### config.mk
export PLATFORM = sky130hd
export DESIGN_NAME = fanout_device_flat
export DESIGN_NICKNAME = d
export VERILOG_FILES = /design/src/design/fanout_pkg.sv /design/src/design/fanout_link_if.sv /design/src/design/fanout_device.sv /design/src/flat_wrapper.sv
export SDC_FILE = /design/constraint.sdc
export NUM_CORES = 1
export LEC_CHECK = 0
export BUFFER_PORTS_ARGS = -buffer_cell sky130_fd_sc_hd__clkbuf_2
export CAP_MARGIN = 20
export CORE_UTILIZATION = 50
export DETAILED_ROUTE_END_ITERATION = 6
export PLACE_DENSITY = 0.66
export SKIP_CTS_REPAIR_TIMING = 1
export SLEW_MARGIN = 20
export SYNTH_ARGS = -nofsm -noshare
export SYNTH_HDL_FRONTEND = slang
export SYNTH_SLANG_ARGS = --single-unit
### constraint.sdc
create_clock -name CLK -period 3.66 [get_ports CLK]
set_input_delay 0 -clock CLK [delete_from_list [all_inputs] [get_ports CLK]]
set_output_delay 0 -clock CLK [all_outputs]
set_load 0.05 [all_outputs]
### src/design/fanout_pkg.sv
package fanout_pkg;
   // ****************************************
   // Timing
   // ****************************************
   localparam int CLK_PERIOD_NS   = 20;
   localparam int SCK_PERIOD_NS   = 160;
   localparam int SCK_HALF_CYCLES = (SCK_PERIOD_NS / 2 + CLK_PERIOD_NS - 1) / CLK_PERIOD_NS;
   localparam int STRAP_SETTLE    = 3;

   // ****************************************
   // Link framing and device storage
   // ****************************************
   localparam int         REG_DEPTH      = 32;
   localparam logic       READ_LEVEL     = 1'b1;
   localparam int         CMD_BITS       = 8;
   localparam int         BYTE_BITS      = 8;
   localparam logic [6:0] REG_SOURCE_IDX = 7'h05;
   localparam logic [6:0] REG_KIND_IDX   = 7'h07;
   localparam int         KIND_FIELD_LSB = 4;
   localparam logic [7:0] STORE_RESET    = 8'h00;

   // ****************************************
   // Source and output kind codes
   // ****************************************
   localparam int         SRC_XTAL_BIT = 1;
   localparam int         SRC_B_BIT    = 0;
   localparam logic [1:0] KIND_LVPECL  = 2'b00;
   localparam logic [1:0] KIND_LVDS    = 2'b01;
   localparam logic [1:0] KIND_HCSL    = 2'b10;
   localparam logic [1:0] KIND_OFF     = 2'b11;

   // ****************************************
   // Device synchroniser lanes
   // ****************************************
   localparam int         SYNC_LANES = 9;
   localparam int         LANE_REF_A = 0;
   localparam int         LANE_REF_B = 1;
   localparam int         LANE_XTAL  = 2;
   localparam int         LANE_KLO   = 3;
   localparam int         LANE_KHI   = 4;
   localparam int         LANE_SCK   = 5;
   localparam int         LANE_SDI   = 6;
   localparam int         LANE_CS    = 7;
   localparam int         LANE_STRAP = 8;
   localparam logic [8:0] SYNC_INIT  = 9'h080;

   // ****************************************
   // Host register map
   // ****************************************
   localparam logic [7:0]  HOST_CTRL_OFS   = 8'h00;
   localparam logic [7:0]  HOST_WDATA_OFS  = 8'h04;
   localparam logic [7:0]  HOST_RDATA_OFS  = 8'h08;
   localparam logic [7:0]  HOST_STATUS_OFS = 8'h0c;
   localparam logic [7:0]  HOST_PINS_OFS   = 8'h10;
   localparam int          CTRL_START_BIT  = 0;
   localparam int          CTRL_READ_BIT   = 1;
   localparam int          CTRL_LSB_BIT    = 2;
   localparam int          CTRL_COUNT_LSB  = 4;
   localparam int          CTRL_ADDR_LSB   = 8;
   localparam int          STAT_BUSY_BIT   = 0;
   localparam int          STAT_DONE_BIT   = 1;
   localparam int          PINS_STRAP_BIT  = 0;
   localparam int          PINS_SRC_LSB    = 1;
   localparam int          PINS_KIND_LSB   = 3;
   localparam int          PINS_SE_OE_BIT  = 5;
   localparam logic [31:0] CTRL_RESET      = 32'h0000_0000;
   localparam logic [31:0] WDATA_RESET     = 32'h0000_0000;
   localparam logic [5:0]  PINS_RESET      = 6'h00;

   typedef enum logic [1:0] {OUT_OFF, OUT_LOW, OUT_TRACK} out_state_t;
   typedef enum logic [2:0] {H_IDLE, H_PARK, H_SELECT, H_LOW, H_HIGH, H_FINISH} host_state_t;
endpackage : fanout_pkg

### src/design/fanout_link_if.sv
`timescale 1ns/1ns
interface fanout_link_if;
   logic mode_strap;
   logic source_pick_lo;
   logic source_pick_hi;
   logic single_ended_out_enable;
   logic drive_kind_lo;
   logic drive_kind_hi;
   logic sdo;
   logic sdo_oe;
   logic sdo_line;

   // Released line is pulled up
   assign sdo_line = sdo_oe ? sdo : 1'b1;

   modport dev (
      input  mode_strap,
      input  source_pick_lo,
      input  source_pick_hi,
      input  single_ended_out_enable,
      input  drive_kind_lo,
      input  drive_kind_hi,
      output sdo,
      output sdo_oe
   );

   modport host (
      output mode_strap,
      output source_pick_lo,
      output source_pick_hi,
      output single_ended_out_enable,
      output drive_kind_lo,
      output drive_kind_hi,
      input  sdo_line
   );
endinterface : fanout_link_if

### src/design/fanout_device.sv
// Operation
// Strap caught once after power-up fixes mode
// Pin mode source pick chooses reference
// Pin mode kind pins set output signalling
// Disable code floats outputs at reference fall
// Leaving disable drives low, then tracks
// Serial mode acts as serial slave
// Half duplex, data in ignored on reads
// Clock level at select fall sets order
// Frame is flag, address, then data bytes
// Master holds select low whole access
// Burst continues, address steps per byte
// Source and enable pins become serial pins
// Read flag level parameter, output released idle
// Read bits leave on falling clock edge
//
// Implementation choices: the AHB-Lite interface to the registers and the address map.
`timescale 1ns/1ns
module fanout_device #(
   parameter int   DEPTH    = fanout_pkg::REG_DEPTH,
   parameter logic RD_LEVEL = fanout_pkg::READ_LEVEL
) (
   input  wire logic        CLK,
   input  wire logic        RST_B,
   input  wire logic        CE,
   fanout_link_if.dev       LINK,
   input  wire logic        REF_A,
   input  wire logic        REF_B,
   input  wire logic        CRYSTAL,
   output logic             OUT_TRUE,
   output logic             OUT_COMP,
   output logic             OUT_OE,
   output logic [1:0]       OUT_KIND,
   output logic             SE_OUT_ENABLE,
   output logic             SERIAL_MODE,
   output logic             MODE_READY
);
   import fanout_pkg::*;

   localparam int IW = $clog2(DEPTH);

   logic [SYNC_LANES-1:0] raw;
   logic [SYNC_LANES-1:0] meta;
   logic [SYNC_LANES-1:0] sync;
   logic [1:0]            settle;
   logic                  taken;
   logic                  serial;
   logic                  cs_q;
   logic                  sck_q;
   logic                  ref_q;
   logic                  ref_sel;
   logic [1:0]            src_code;
   logic [1:0]            kind;
   out_state_t            ostate;
   logic                  lsb_first;
   logic                  is_read;
   logic                  in_data;
   logic [2:0]            cnt;
   logic [6:0]            addr;
   logic [7:0]            rx;
   logic [7:0]            next_rx;
   logic [7:0]            tx;
   logic                  tx_valid;
   logic                  sdo_bit;
   logic [2:0]            bitpos;
   logic [7:0]            rd_byte;
   logic [7:0]            store [DEPTH];
   logic                  active;
   logic                  cs_fall;
   logic                  sck_rise;
   logic                  sck_fall;
   logic                  ref_fall;
   logic                  wr_fire;

   // ****************************************
   // Input synchronisers
   // ****************************************
   assign raw = {LINK.mode_strap, LINK.single_ended_out_enable, LINK.source_pick_hi,
                 LINK.source_pick_lo, LINK.drive_kind_hi, LINK.drive_kind_lo,
                 CRYSTAL, REF_B, REF_A};

   genvar gi;
   generate
      for (gi = 0; gi < SYNC_LANES; gi++) begin : g_sync
         always_ff @(posedge CLK) begin
            if (!RST_B) begin
               meta[gi] <= SYNC_INIT[gi];
               sync[gi] <= SYNC_INIT[gi];
            end else if (CE) begin
               meta[gi] <= raw[gi];
               sync[gi] <= meta[gi];
            end
         end
      end
   endgenerate

   // ****************************************
   // Mode strap
   // ****************************************
   always_ff @(posedge CLK) begin
      if (!RST_B) begin
         settle <= 2'd0;
         taken  <= 1'b0;
         serial <= 1'b0;
      end else if (CE && !taken) begin
         if (settle == 2'(STRAP_SETTLE - 1)) begin
            taken  <= 1'b1;
            serial <= sync[LANE_STRAP];
         end else begin
            settle <= settle + 2'd1;
         end
      end
   end

   assign SERIAL_MODE = serial;
   assign MODE_READY  = taken;

   // ****************************************
   // Edge detection
   // ****************************************
   always_ff @(posedge CLK) begin
      if (!RST_B) begin
         cs_q  <= 1'b1;
         sck_q <= 1'b0;
         ref_q <= 1'b0;
      end else if (CE) begin
         cs_q  <= sync[LANE_CS];
         sck_q <= sync[LANE_SCK];
         ref_q <= ref_sel;
      end
   end

   assign active   = taken && serial && !sync[LANE_CS];
   assign cs_fall  = taken && serial && cs_q && !sync[LANE_CS];
   assign sck_rise = !sck_q && sync[LANE_SCK];
   assign sck_fall = sck_q && !sync[LANE_SCK];
   assign ref_fall = ref_q && !ref_sel;

   // ****************************************
   // Source and output kind
   // ****************************************
   always_comb begin
      if (serial) begin
         src_code = store[REG_SOURCE_IDX[IW-1:0]][1:0];
         kind     = store[REG_KIND_IDX[IW-1:0]][KIND_FIELD_LSB +: 2];
      end else begin
         src_code = {sync[LANE_SDI], sync[LANE_SCK]};
         kind     = {sync[LANE_KHI], sync[LANE_KLO]};
      end
      if (src_code[SRC_XTAL_BIT]) begin
         ref_sel = sync[LANE_XTAL];
      end else if (src_code[SRC_B_BIT]) begin
         ref_sel = sync[LANE_REF_B];
      end else begin
         ref_sel = sync[LANE_REF_A];
      end
   end

   always_ff @(posedge CLK) begin
      if (!RST_B) begin
         ostate <= OUT_OFF;
      end else if (CE && taken) begin
         case (ostate)
            OUT_OFF: begin
               if (kind != KIND_OFF) begin
                  ostate <= OUT_LOW;
               end
            end
            OUT_LOW: begin
               if (ref_fall) begin
                  ostate <= (kind == KIND_OFF) ? OUT_OFF : OUT_TRACK;
               end
            end
            OUT_TRACK: begin
               if (ref_fall && kind == KIND_OFF) begin
                  ostate <= OUT_OFF;
               end
            end
            default: ostate <= OUT_OFF;
         endcase
      end
   end

   always_ff @(posedge CLK) begin
      if (!RST_B) begin
         OUT_TRUE      <= 1'b0;
         OUT_COMP      <= 1'b1;
         OUT_OE        <= 1'b0;
         OUT_KIND      <= KIND_LVPECL;
         SE_OUT_ENABLE <= 1'b0;
      end else if (CE) begin
         OUT_TRUE      <= (ostate == OUT_TRACK) && ref_sel;
         OUT_COMP      <= !((ostate == OUT_TRACK) && ref_sel);
         OUT_OE        <= (ostate != OUT_OFF);
         OUT_KIND      <= kind;
         SE_OUT_ENABLE <= taken && (serial || sync[LANE_CS]);
      end
   end

   // ****************************************
   // Serial slave
   // ****************************************
   always_comb begin
      bitpos          = lsb_first ? cnt : 3'd7 - cnt;
      next_rx         = rx;
      next_rx[bitpos] = sync[LANE_SDI];
      wr_fire         = active && sck_rise && in_data && !is_read && cnt == 3'd7;
      rd_byte         = (32'(addr) < DEPTH) ? store[addr[IW-1:0]] : 8'h00;
   end

   always_ff @(posedge CLK) begin
      if (!RST_B) begin
         lsb_first <= 1'b0;
         is_read   <= 1'b0;
         in_data   <= 1'b0;
         cnt       <= 3'd0;
         addr      <= 7'h00;
         rx        <= 8'h00;
      end else if (CE) begin
         if (cs_fall) begin
            lsb_first <= sync[LANE_SCK];
            in_data   <= 1'b0;
            cnt       <= 3'd0;
         end else if (active && sck_rise) begin
            cnt <= cnt + 3'd1;
            if (!in_data) begin
               if (cnt == 3'd0) begin
                  is_read <= (sync[LANE_SDI] == RD_LEVEL);
               end else begin
                  addr[lsb_first ? cnt - 3'd1 : 3'd7 - cnt] <= sync[LANE_SDI];
               end
               if (cnt == 3'd7) begin
                  in_data <= 1'b1;
               end
            end else begin
               if (!is_read) begin
                  rx <= next_rx;
               end
               if (cnt == 3'd7) begin
                  addr <= addr + 7'd1;
               end
            end
         end
      end
   end

   always_ff @(posedge CLK) begin
      if (!RST_B) begin
         tx       <= 8'h00;
         tx_valid <= 1'b0;
         sdo_bit  <= 1'b0;
      end else if (CE) begin
         if (!active) begin
            tx_valid <= 1'b0;
         end else if (sck_fall && in_data && is_read) begin
            if (cnt == 3'd0) begin
               tx       <= rd_byte;
               tx_valid <= 1'b1;
               sdo_bit  <= lsb_first ? rd_byte[0] : rd_byte[7];
            end else begin
               tx      <= lsb_first ? {1'b0, tx[7:1]} : {tx[6:0], 1'b0};
               sdo_bit <= lsb_first ? tx[1] : tx[6];
            end
         end
      end
   end

   assign LINK.sdo    = sdo_bit;
   assign LINK.sdo_oe = active && in_data && is_read && tx_valid;

   // ****************************************
   // Register storage
   // ****************************************
   always_ff @(posedge CLK) begin
      if (!RST_B) begin
         for (int i = 0; i < DEPTH; i++) begin
            store[i] <= STORE_RESET;
         end
      end else if (CE && wr_fire && 32'(addr) < DEPTH) begin
         store[addr[IW-1:0]] <= next_rx;
      end
   end
endmodule : fanout_device

### src/flat_wrapper.sv
// flat-port wrapper written by rule: the top's interface ports become plain ports
module fanout_device_flat import fanout_pkg::*;
#(
   parameter int   DEPTH    = fanout_pkg::REG_DEPTH,
   parameter logic RD_LEVEL = fanout_pkg::READ_LEVEL
)
  (CLK, RST_B, CE, REF_A, REF_B, CRYSTAL, OUT_TRUE, OUT_COMP, OUT_OE, OUT_KIND, SE_OUT_ENABLE, SERIAL_MODE, MODE_READY, LINK_mode_strap, LINK_source_pick_lo, LINK_source_pick_hi, LINK_single_ended_out_enable, LINK_drive_kind_lo, LINK_drive_kind_hi, LINK_sdo, LINK_sdo_oe);
  fanout_link_if LINK_i ();
  input  wire logic CLK;
  input  wire logic RST_B;
  input  wire logic CE;
  input  wire logic REF_A;
  input  wire logic REF_B;
  input  wire logic CRYSTAL;
  output logic OUT_TRUE;
  output logic OUT_COMP;
  output logic OUT_OE;
  output logic [1:0] OUT_KIND;
  output logic SE_OUT_ENABLE;
  output logic SERIAL_MODE;
  output logic MODE_READY;
  input wire logic [$bits(LINK_i.mode_strap)-1:0] LINK_mode_strap;
  input wire logic [$bits(LINK_i.source_pick_lo)-1:0] LINK_source_pick_lo;
  input wire logic [$bits(LINK_i.source_pick_hi)-1:0] LINK_source_pick_hi;
  input wire logic [$bits(LINK_i.single_ended_out_enable)-1:0] LINK_single_ended_out_enable;
  input wire logic [$bits(LINK_i.drive_kind_lo)-1:0] LINK_drive_kind_lo;
  input wire logic [$bits(LINK_i.drive_kind_hi)-1:0] LINK_drive_kind_hi;
  output wire logic [$bits(LINK_i.sdo)-1:0] LINK_sdo;
  output wire logic [$bits(LINK_i.sdo_oe)-1:0] LINK_sdo_oe;
  assign LINK_i.mode_strap = LINK_mode_strap;
  assign LINK_i.source_pick_lo = LINK_source_pick_lo;
  assign LINK_i.source_pick_hi = LINK_source_pick_hi;
  assign LINK_i.single_ended_out_enable = LINK_single_ended_out_enable;
  assign LINK_i.drive_kind_lo = LINK_drive_kind_lo;
  assign LINK_i.drive_kind_hi = LINK_drive_kind_hi;
  assign LINK_sdo = LINK_i.sdo;
  assign LINK_sdo_oe = LINK_i.sdo_oe;
  fanout_device #(.DEPTH(DEPTH), .RD_LEVEL(RD_LEVEL)) u_core (.CLK(CLK), .RST_B(RST_B), .CE(CE), .LINK(LINK_i), .REF_A(REF_A), .REF_B(REF_B), .CRYSTAL(CRYSTAL), .OUT_TRUE(OUT_TRUE), .OUT_COMP(OUT_COMP), .OUT_OE(OUT_OE), .OUT_KIND(OUT_KIND), .SE_OUT_ENABLE(SE_OUT_ENABLE), .SERIAL_MODE(SERIAL_MODE), .MODE_READY(MODE_READY));
endmodule
== After elaboration in Yosys (flattened, before gate mapping) ==
Memories as Yosys holds them, arrays and structs flattened. A register that Yosys moved wholly into a read port is not among the register bits.
Index checks and enable logic that the tools add are counted.
W data, S select, Z words.
Operators by class
  $add $sub $neg: 5
  reductions and logical operators: 48
  divide/modulo/power cells: 0
  bitwise gates (word level): 4
  equal/unequal tests: 13
  magnitude comparators: 5
  multiply operators: 0
  mux-type cells: 44
  shift-type cells: 0
Operators by type and width (count)
  $mux W8: 4
  $logic_and A1 B1 Y1: 25
  $mux W7: 3
  $mux W1: 19
  $mux W5: 3
  $reduce_and A5 Y1: 3
  $mux W2: 6
  $mux W3: 4
  $bwmux W8: 1
  $lt A3 B4 Y1 const B: 2
  $ne A2 B1 Y1 const B: 4
  $ne A2 B2 Y1 const B: 4
  $reduce_and A2 Y1: 4
  $reduce_or A8 Y1: 1
  $add A7 B1 Y7 const B: 1
  $bwmux W7: 1
  $logic_not A1 Y1: 7
  $lt A7 B6 Y1 const B: 1
  $demux W1 S3: 2
  $eq A2 B2 Y1 const B: 3
  $ge A3 B1 Y1 const B: 2
  $pmux W2 S3: 1
  $reduce_and A3 Y1: 2
  $not A1 Y1: 4
  other kinds (11): 12
Word-level totals
  register bits after elaboration: 64
  output and inout bits: 10
  memories: 1
  memory bits (read-only): 0
  memory bits (writable): 256
  bits in latches: 0
  input bits: 12
Memory list
  u_core.store: words 32, width 8, read ports 3, clocked after memory_dff 1, write ports 32, line fanout_device.sv:67  | logic [7:0] store [DEPTH];

== Depth between registers and ports, before layout ==
Gate-level depths: netlist (run 1).
  depth in word-level cells: 13
  gate-level depth with buffers: 10

== Worst setup path before layout (run 1) ==
OpenSTA, ideal clock, no wires.
  path type: flip-flop to flip-flop
  start point: reg u_core.serial, in the netlist u_core.SERIAL_MODE
  end point: mem u_core.store[17][0], enable pin
  clock period less this slack: 2.714 ns
  data arrival time: 2.385 ns
  cell stages (with the launch flop): 9
  setup time: 0.329 ns
  buffers on the path: 2
  slack: 0.946 ns
  path through: dfxtp_1 > buf_4 > and2b_1 > nand4_4 > nor4_1 > and2_1 > buf_2 > nand2_1 > nand2_1
RTL lines
  from (decl): line fanout_device.sv:47  | logic serial;
  from (signal assigned): line fanout_device.sv:108  | serial <= sync[LANE_STRAP];
  to (decl): line fanout_device.sv:67

==> impl_metrics.env, run 1 <==
export IMPL_status="finished, violations left"
export IMPL_failed_checks="hold timing"
export IMPL_reg2regPathDepth=8
export IMPL_cts_htree_levels=2
export IMPL_reg2reg_from="u_core.cnt[2]$_SDFFE_PN0P_"
export IMPL_dp_hpwl_um=23500
export IMPL_wl_um=36300
export IMPL_die_area_um2=30100
export IMPL_arrival_ps=3300
export IMPL_slew_headroom_pct=29.1
export IMPL_synth_seq_cells=325
export IMPL_reg2reg_to="u_core.store[2][7]$_SDFFCE_PN0P_"
export IMPL_final_nets=1230
export IMPL_switching_power_uw=1800
export IMPL_area_growth_pct=13.8
export IMPL_path_max_fanout=16
export IMPL_rsz0062_at_grt="no"
export IMPL_core_um2=28900
export IMPL_antenna_found_initial=0
export IMPL_drt_iter0_drc=1026
export IMPL_avgRoutedWirePerCell_um=22.4
export IMPL_critical_path_class="flop to flop"
export IMPL_synth_area_top_cells="edfxtp_1, dfxtp_1, mux4_2"
export IMPL_hold_viol_final=1
export IMPL_synth_warnings=0
export IMPL_fmax_ghz=0.320
export IMPL_synth_cell_types=57
export IMPL_crit_required_ps=3840
export IMPL_synth_cells=1171
export IMPL_slew_viol_final=0
export IMPL_num_antenna_cells=0
export IMPL_synth_top_area_share_pct=52.2
export IMPL_io_buffers=21
export IMPL_grt_max_degree=64
export IMPL_critPathLaunchType="flop"
export IMPL_post_place_ws_ps=605
export IMPL_nFillCells=2327
export IMPL_p_seq_share_pct=51.0
export IMPL_syn_avg_cell_area_um2=12.6
export IMPL_pwr_share_comb_pct=5.8
export IMPL_vias=9489
export IMPL_clockBufferDepth=3
export IMPL_ant_nets=0
export IMPL_layout_setup_ws_ps=536
export IMPL_timing_final_crit_share_pct=85.4
export IMPL_worstMarginPinSlew_ps=1060
export IMPL_rows=62
export IMPL_setup_viol=0
export IMPL_clkPwrFrac_pct=43.3
export IMPL_cts_reportedPaths_clkPinSlew_ps=60
export IMPL_cp_end_kind="flop"
export IMPL_ir_drop_mv=0.290
export IMPL_fin_util_pct=58.0
export IMPL_synth_top_area_cell="edfxtp_1"
export IMPL_numCtsBuffers=36
export IMPL_hp_class="input pin to flop"
export IMPL_whs_path_depth=4
export IMPL_cell_internal_pwr_uw=6540
export IMPL_grt_pass1_wl_um=55100
export IMPL_skew_ps=18.6
export IMPL_vias_per_cell=5.86
export IMPL_dr_pass1_iters=6
export IMPL_clock_sinks=325
export IMPL_die_w_um=174
export IMPL_grt_overflow_total=0
export IMPL_grt_use_total_pct=24.4
export IMPL_hold_path_end="u_core.cnt[1]$_SDFFE_PN0P_"
export IMPL_fin_hold_ws_ps=-3.98
export IMPL_drive_gt1_share_pct=16.6
export IMPL_power_leakage_uw=0.00548
export IMPL_hold_start="CE"
export IMPL_ioPinCount=22
export IMPL_cts_tree="yes"
export IMPL_async_flop_share_pct=0
export IMPL_seq_area_frac_synth_pct=61.6
export IMPL_fp_dieH_um=174
export IMPL_final_cells=1620
export IMPL_swShare_pct=21.6
export IMPL_finalCriticalPeriod_ps=3120
export IMPL_p_per_area_nw_per_um2=498
export IMPL_synth_enable_flop_cells=256
export IMPL_globalplace_congestion=0.899
export IMPL_r2r_setup_slack_ps=540
export IMPL_initial_core_util_pct=51.0
export IMPL_synth_main_ff_cell="edfxtp_1"
export IMPL_max_cap_violations=0
export IMPL_root_buffer="clkbuf_16"
export IMPL_placed_cells=1546
export IMPL_clock_latency_ps=520
export IMPL_syn_num_nets=1192
export IMPL_drc_errors=0
export IMPL_syn_area_um2=14700
export IMPL_grt_pass1_vias=9316
export IMPL_setup_tns_ps=0
## per-stage QoR
stage / total power (µW) / hold WS [ps] / cell area [µm²]
final: 8340 / -3.98 / 16700
after global routing: 8560 / 28.8 / 16700
after CTS: 8360 / -294 / 16600
after detailed placement: 4790 / 237 / 15500
after global placement: 4780 / 240 / 15500
after floorplan: 4620 / 128 / 14700
## routing by layer
layer  wire length [µm]  track usage [%]  vias up  share of wire, %
met2              16800             38.6      431                46
met4               1050             7.96        0               2.9
met3               3270             5.81       78               9.0
li1                   -                -     4314                 -
met1              15200             33.5     4666                42
met5                  0                0        -                 0
## flip-flops by register name, summed over array words and instances, names as in the netlist, 2 cells and up, named ones only
register         flops
u_core.settle        2
u_core.cnt           3
u_core.meta          9
u_core.ostate        2
u_core.tx            8
u_core.addr          7
u_core.sync          9
u_core.rx            8
u_core.store       256
u_core.OUT_KIND      2
## cells in the mapped netlist (9+ instances only)
| library cell | number |
|---|---|
| a21oi_1 | 11 |
| a31oi_1 | 22 |
| and2_1 | 18 |
| buf_2 | 13 |
| clkbuf_1 | 58 |
| dfxtp_1 | 69 |
| edfxtp_1 | 256 |
| ha_1 | 9 |
| inv_1 | 19 |
| mux2i_1 | 52 |
| mux4_1 | 9 |
| mux4_2 | 60 |
| nand2_1 | 106 |
| nand3_1 | 15 |
| nor2_1 | 285 |
| nor2b_1 | 32 |
| o21ai_0 | 20 |
## cell usage in the layout (no fill, tap or decap), types with 11 or more instances in the layout
master and n:
a21oi_1 11, a31oi_1 22, and2_1 18, buf_4 50
clkbuf_16 37, clkbuf_2 20, clkinv_1 11, dfxtp_1 67
edfxtp_1 256, inv_1 19, mux2i_1 44, mux4_2 60
nand2_1 106, nand3_1 15, nor2_1 285, nor2b_1 32
o21ai_0 20
## power by group through the flow
| stage | Sequential, µW | Combinational [µW] | Clock, µW |
|---|---|---|---|
| final | 4250 | 481 | 3610 |
| after global routing | 4260 | 513 | 3790 |
| after CTS | 4250 | 472 | 3640 |
| after detailed placement | 4320 | 470 | 0 |
| after global placement | 4320 | 465 | 0 |
| after floorplan | 4270 | 351 | 0 |
## worst max-delay path, stage by stage, from the launching register on
cell	delay, ps
dfxtp_1	650
ha_1	250
inv_1	80
nor4_1	560
and2_1	480
buf_4	230
nand2_1	70
buf_4	200
nand2_1	270
## worst max-delay path by stage
| stage | start | endpoint | slack [ps] | cells after the start |
|---|---|---|---|---|
| 2_1_floorplan | u_core.SERIAL_MODE$_SDFFE_PN0P_ | u_core.store[17][0]$_SDFFCE_PN0P_ | 950 | 8 |
| 3_3_place_gp | u_core.cnt[2]$_SDFFE_PN0P_ | u_core.store[26][1]$_SDFFCE_PN0P_ | 680 | 8 |
| 3_5_place_dp | u_core.cnt[2]$_SDFFE_PN0P_ | u_core.store[26][4]$_SDFFCE_PN0P_ | 610 | 8 |
| 4_1_cts | u_core.cnt[2]$_SDFFE_PN0P_ | u_core.store[2][5]$_SDFFCE_PN0P_ | 580 | 8 |
| 5_1_grt | u_core.cnt[2]$_SDFFE_PN0P_ | u_core.store[2][5]$_SDFFCE_PN0P_ | 290 | 8 |
| 6_report | u_core.cnt[2]$_SDFFE_PN0P_ | u_core.store[2][7]$_SDFFCE_PN0P_ | 540 | 8 |
## kinds of logic after synthesis
| logic type | after synthesis | share of synthesized area (%) |
|---|---|---|
| multiplexers | 128 | 14.9 |
| AND/OR/NAND/NOR | 502 | 14.8 |
| AO/OA/AOI/OAI | 100 | 4.78 |
| adder cells (fa/ha/maj) | 9 | 0.765 |
| buffers and inverters | 103 | 2.97 |
| XOR/XNOR | 4 | 0.238 |
| flip-flops | 325 | 61.6 |
## cell type report
type,count,area [µm²],area share [%]
Clock buffer,46,980,5.85
Inverter,20,75.1,0.448
Tap cell,384,480,2.87
Multi-Input combinational cell,743,5310,31.7
Timing Repair Buffer,83,631,3.77
Sequential cell,325,9070,54.2
Clock inverter,19,190,1.14
No activity file was read; power rests on OpenSTA's default activity.
==> run 2: changes to the inputs <==
CORE_UTILIZATION = 41   (was 50)
GPL_ROUTABILITY_DRIVEN = 0   (was not set)
PLACE_DENSITY = not set   (was 0.66)
clock period = 3.8 ns   (was 3.66 ns; I/O delays follow)
==> impl_metrics.env, run 2 (synthesis gave the netlist of run 1 again) <==
export IMPL_multi_input_area_um2=5310
export IMPL_swShare_pct=22.1
export IMPL_hp_class="input pin to flop"
export IMPL_path_max_fanout=13
export IMPL_fp_dieH_um=191
export IMPL_antenna_found_initial=0
export IMPL_ir_drop_mv=0.326
export IMPL_drive_gt1_share_pct=17.3
export IMPL_cts_reportedPaths_clkPinSlew_ps=60
export IMPL_failed_checks="hold timing"
export IMPL_fin_area_um2=16800
export IMPL_timing_final_crit_share_pct=88.3
export IMPL_critPathLaunchType="flop"
export IMPL_ant_nets=0
export IMPL_seq_area_um2=9070
export IMPL_worstMarginPinSlew_ps=1050
export IMPL_rsz0062_at_grt="no"
export IMPL_io_buffers=21
export IMPL_cts_tree="yes"
export IMPL_cell_internal_pwr_uw=6210
export IMPL_drt_iter0_drc=842
export IMPL_initial_core_util_pct=41.5
export IMPL_ioPinCount=22
export IMPL_max_cap_violations=0
export IMPL_core_um2=35500
export IMPL_cp_end_kind="flop"
export IMPL_vias=9633
export IMPL_top_register="u_core.store"
export IMPL_grt_pass1_wl_um=57100
export IMPL_die_w_um=191
export IMPL_r2r_setup_slack_ps=450
export IMPL_finalCriticalPeriod_ps=3350
export IMPL_vias_per_cell=5.65
export IMPL_p_seq_share_pct=51.4
export IMPL_status="finished, violations left"
export IMPL_clock_latency_ps=540
export IMPL_drc_errors=0
export IMPL_arrival_ps=3540
export IMPL_p_per_area_nw_per_um2=474
export IMPL_avgRoutedWirePerCell_um=22.3
export IMPL_dp_hpwl_um=24700
export IMPL_area_growth_pct=14.5
export IMPL_critical_path_class="flop to flop"
export IMPL_switching_power_uw=1760
export IMPL_wl_um=38100
export IMPL_grt_pass1_vias=9107
export IMPL_numCtsBuffers=36
export IMPL_slew_viol_final=0
export IMPL_root_buffer="clkbuf_16"
export IMPL_grt_max_degree=57
export IMPL_grt_use_total_pct=21.3
export IMPL_fin_hold_ws_ps=-14.1
export IMPL_slew_headroom_pct=29.7
export IMPL_clockBufferDepth=3
export IMPL_power_leakage_uw=0.00549
export IMPL_top_regs="u_core.store (256), u_core.meta (9), u_core.sync (9)"
export IMPL_hold_viol_final=2
export IMPL_grt_overflow_total=0
export IMPL_pwr_share_comb_pct=5.7
export IMPL_setup_tns_ps=0
export IMPL_skew_ps=24.8
export IMPL_largest_reg_flops=256
export IMPL_fmax_ghz=0.298
export IMPL_nFillCells=3094
export IMPL_final_nets=1237
export IMPL_num_antenna_cells=0
export IMPL_rows=69
export IMPL_dpl_cell_area_um2=15600
export IMPL_final_cell_mix="nor2_1, edfxtp_1, nand2_1"
export IMPL_dr_pass1_iters=5
export IMPL_final_common_cell="nor2_1"
export IMPL_clock_sinks=325
export IMPL_setup_viol=0
export IMPL_clkPwrFrac_pct=42.9
export IMPL_die_area_um2=36600
export IMPL_cts_htree_levels=2
export IMPL_crit_required_ps=3990
==> run 2: changes by cell type in the layout (fill, tap and decap cells not counted), sizes merged <==
cell / delta
buf: +7
clkinv: +1
clkinvlp: +2
clkbuf: -1
bufinv: -1
==> run 2: final cells by class <==
cell class / count / area share, %
inverters: 20 / 0.446
flip-flops and latches: 325 / 53.9
clock inverters: 21 / 1.08
multi-input cells: 743 / 31.5
well taps: 461 / 3.42
clock buffers: 45 / 5.74
repair buffers: 90 / 3.91
==> run 2: power groups by stage <==
| stage | clock, µW | combinational, µW | sequential (µW) |
|---|---|---|---|
| CTS | 3490 | 450 | 4100 |
| global placement | 0 | 444 | 4170 |
| detailed placement | 0 | 449 | 4170 |
| finish | 3420 | 458 | 4100 |
| global route | 3630 | 490 | 4110 |
| floorplan | 0 | 339 | 4110 |
==> run 2: worst paths after layout <==
check	endpoint	from	cells after the start
worst max-delay path	u_core.store[11][7]$_SDFFCE_PN0P_	u_core.cnt[0]$_SDFFE_PN0P_	9
worst min-delay path	u_core.cnt[1]$_SDFFE_PN0P_	CE	4
worst max register to register	u_core.store[11][7]$_SDFFCE_PN0P_	u_core.cnt[0]$_SDFFE_PN0P_	9
worst min register to register	u_core.SE_OUT_ENABLE$_SDFFE_PN0P_	u_core.SE_OUT_ENABLE$_SDFFE_PN0P_	2
==> run 2: through the flow <==
step / util, % / setup slack [ps] / std cells / total power, µW
floorplan: - / 1090 / 1171 / 4450
global placement: 44.0 / 507 / 1630 / 4610
detailed placement: 44.0 / 499 / 1630 / 4620
CTS: 47.2 / 462 / 1696 / 8030
global route: 47.5 / 201 / 1705 / 8220
finish: 47.5 / 446 / 1705 / 7970
==> run 2: metal layers <==
metal / part of all wire [%] / vias up / global-route usage (%)
met5: 0 / - / 0
met4: 2.7 / 0 / 7.57
met3: 8.0 / 72 / 3.80
met2: 47 / 433 / 33.9
met1: 42 / 4794 / 29.2
li1: - / 4334 / -
==> run 2: worst max-delay path, cell delays in order, from the launching register on <==
cell and delay (ps):
dfxtp_1 570, ha_1 240, ha_1 150, inv_1 80, nor4_1 770, and2_1 430, buf_4 230, nand2_1 70
buf_4 200, nand2_1 260
==> run 3: changes to the inputs <==
RECOVER_POWER = 50   (was not set)
clock period = 3.21 ns   (was 3.8 ns; I/O delays follow)
==> impl_metrics.env, run 3 (synthesis gave the netlist of run 1 again) <==
export IMPL_grt_pass1_wl_um=56800
export IMPL_final_common_cell="nor2_1"
export IMPL_fin_hold_ws_ps=-21.8
export IMPL_final_cell_mix="nor2_1, edfxtp_1, nand2_1"
export IMPL_grt_pass1_vias=9210
export IMPL_vias_per_cell=5.54
export IMPL_rsz0062_at_grt="no"
export IMPL_arrival_ps=3070
export IMPL_hold_viol_final=2
export IMPL_die_w_um=191
export IMPL_vias=9548
export IMPL_final_cells=1722
export IMPL_fin_util_pct=47.6
export IMPL_top_register="u_core.store"
export IMPL_setup_tns_ps=0
export IMPL_root_buffer="clkbuf_16"
export IMPL_p_per_area_nw_per_um2=567
export IMPL_dr_pass1_iters=7
export IMPL_cp_end_kind="flop"
export IMPL_timing_final_crit_share_pct=90.5
export IMPL_max_cap_violations=0
export IMPL_cts_reportedPaths_clkPinSlew_ps=70
export IMPL_whs_path_depth=4
export IMPL_io_buffers=21
export IMPL_clock_sinks=325
export IMPL_reg2regPathDepth=7
export IMPL_failed_checks="DRC, hold timing"
export IMPL_die_area_um2=36600
export IMPL_critPathLaunchType="flop"
export IMPL_cts_htree_levels=2
export IMPL_swShare_pct=22.0
export IMPL_r2r_setup_slack_ps=300
export IMPL_antenna_found_initial=0
export IMPL_grt_use_total_pct=21.0
export IMPL_hp_class="input pin to flop"
export IMPL_ir_drop_mv=0.416
export IMPL_drive_gt1_share_pct=14.8
export IMPL_drc_errors=1
export IMPL_grt_max_degree=73
export IMPL_crit_required_ps=3380
export IMPL_switching_power_uw=2110
export IMPL_avgRoutedWirePerCell_um=21.8
export IMPL_placed_cells=1647
export IMPL_cts_tree="yes"
export IMPL_finalCriticalPeriod_ps=2910
export IMPL_critical_path_class="flop to flop"
export IMPL_largest_reg_flops=256
export IMPL_ant_nets=0
export IMPL_status="finished, violations left"
export IMPL_setup_viol=0
export IMPL_path_max_fanout=10
export IMPL_clkPwrFrac_pct=43.7
export IMPL_rows=69
export IMPL_worstMarginPinSlew_ps=1070
export IMPL_final_nets=1254
export IMPL_grt_overflow_total=0
export IMPL_clock_latency_ps=530
export IMPL_fp_dieH_um=191
export IMPL_slew_headroom_pct=26.4
export IMPL_top_regs="u_core.store (256), u_core.meta (9), u_core.sync (9)"
export IMPL_cell_internal_pwr_uw=7470
export IMPL_slew_viol_final=0
export IMPL_area_growth_pct=14.8
export IMPL_fmax_ghz=0.344
export IMPL_power_leakage_uw=0.00545
export IMPL_clockBufferDepth=3
export IMPL_numCtsBuffers=36
export IMPL_drt_iter0_drc=904
export IMPL_wl_um=37600
export IMPL_num_antenna_cells=0
export IMPL_dp_hpwl_um=24800
export IMPL_skew_ps=27.0
export IMPL_core_um2=35500
export IMPL_initial_core_util_pct=41.5
export IMPL_p_seq_share_pct=50.6
export IMPL_pwr_share_comb_pct=5.7
export IMPL_ioPinCount=22
==> run 3: cell count changes in the layout (fill, tap and decap cells not counted), sizes merged <==
| cell | change |
|---|---|
| clkinv | -1 |
| clkinvlp | +1 |
| buf | -25 |
| inv | +2 |
| bufinv | +1 |
| clkbuf | +39 |
==> run 3: per-stage QoR <==
step	area (µm²)	total power (µW)	worst slack, ps
global route	16900	9860	118
finish	16900	9580	305
floorplan	14700	5270	496
detailed placement	15800	5470	458
CTS	17000	9640	421
global placement	15800	5460	526
==> run 3: worst max-delay path, stage by stage (launching register included) <==
cell and delay [ps]:
dfxtp_1 340, and2b_1 280, nand4_4 220, nor4_1 680, and2_0 230, clkbuf_1 350
nand2_1 120, nand2_1 330
==> run 3: cell type report <==
type | instances | area (µm²)
Multi-Input combinational cell | 743 | 5290
Sequential cell | 325 | 9070
Tap cell | 461 | 577
Clock inverter | 24 | 236
Fill cell | 3124 | 18600
Clock buffer | 42 | 965
Inverter | 20 | 75.1
Timing Repair Buffer | 107 | 666
==> run 3: worst paths after layout <==
path / to / startpoint
worst max register to register: u_core.store[4][4]$_SDFFCE_PN0P_ / u_core.sync[7]$_SDFFE_PN1P_
worst min-delay path: u_core.cnt[2]$_SDFFE_PN0P_ / CE
worst max-delay path: u_core.store[4][4]$_SDFFCE_PN0P_ / u_core.sync[7]$_SDFFE_PN1P_
worst min register to register: u_core.SE_OUT_ENABLE$_SDFFE_PN0P_ / u_core.SE_OUT_ENABLE$_SDFFE_PN0P_
==> run 3: power by group through the flow <==
| stage | Clock (µW) | Sequential [µW] | Combinational, µW |
|---|---|---|---|
| 2_1_floorplan | 0 | 4860 | 401 |
| 3_3_place_gp | 0 | 4930 | 533 |
| 3_5_place_dp | 0 | 4930 | 540 |
| 5_1_grt | 4420 | 4860 | 587 |
| 6_report | 4190 | 4840 | 546 |
| 4_1_cts | 4250 | 4840 | 543 |
==> run 3: layer usage <==
layer | up-vias | wire length (µm) | GRT usage [%]
met3 | 54 | 2550 | 3.38
li1 | 4371 | - | -
met1 | 4759 | 16400 | 29.5
met4 | 0 | 839 | 5.86
met2 | 364 | 17800 | 33.7
met5 | - | 0 | 0
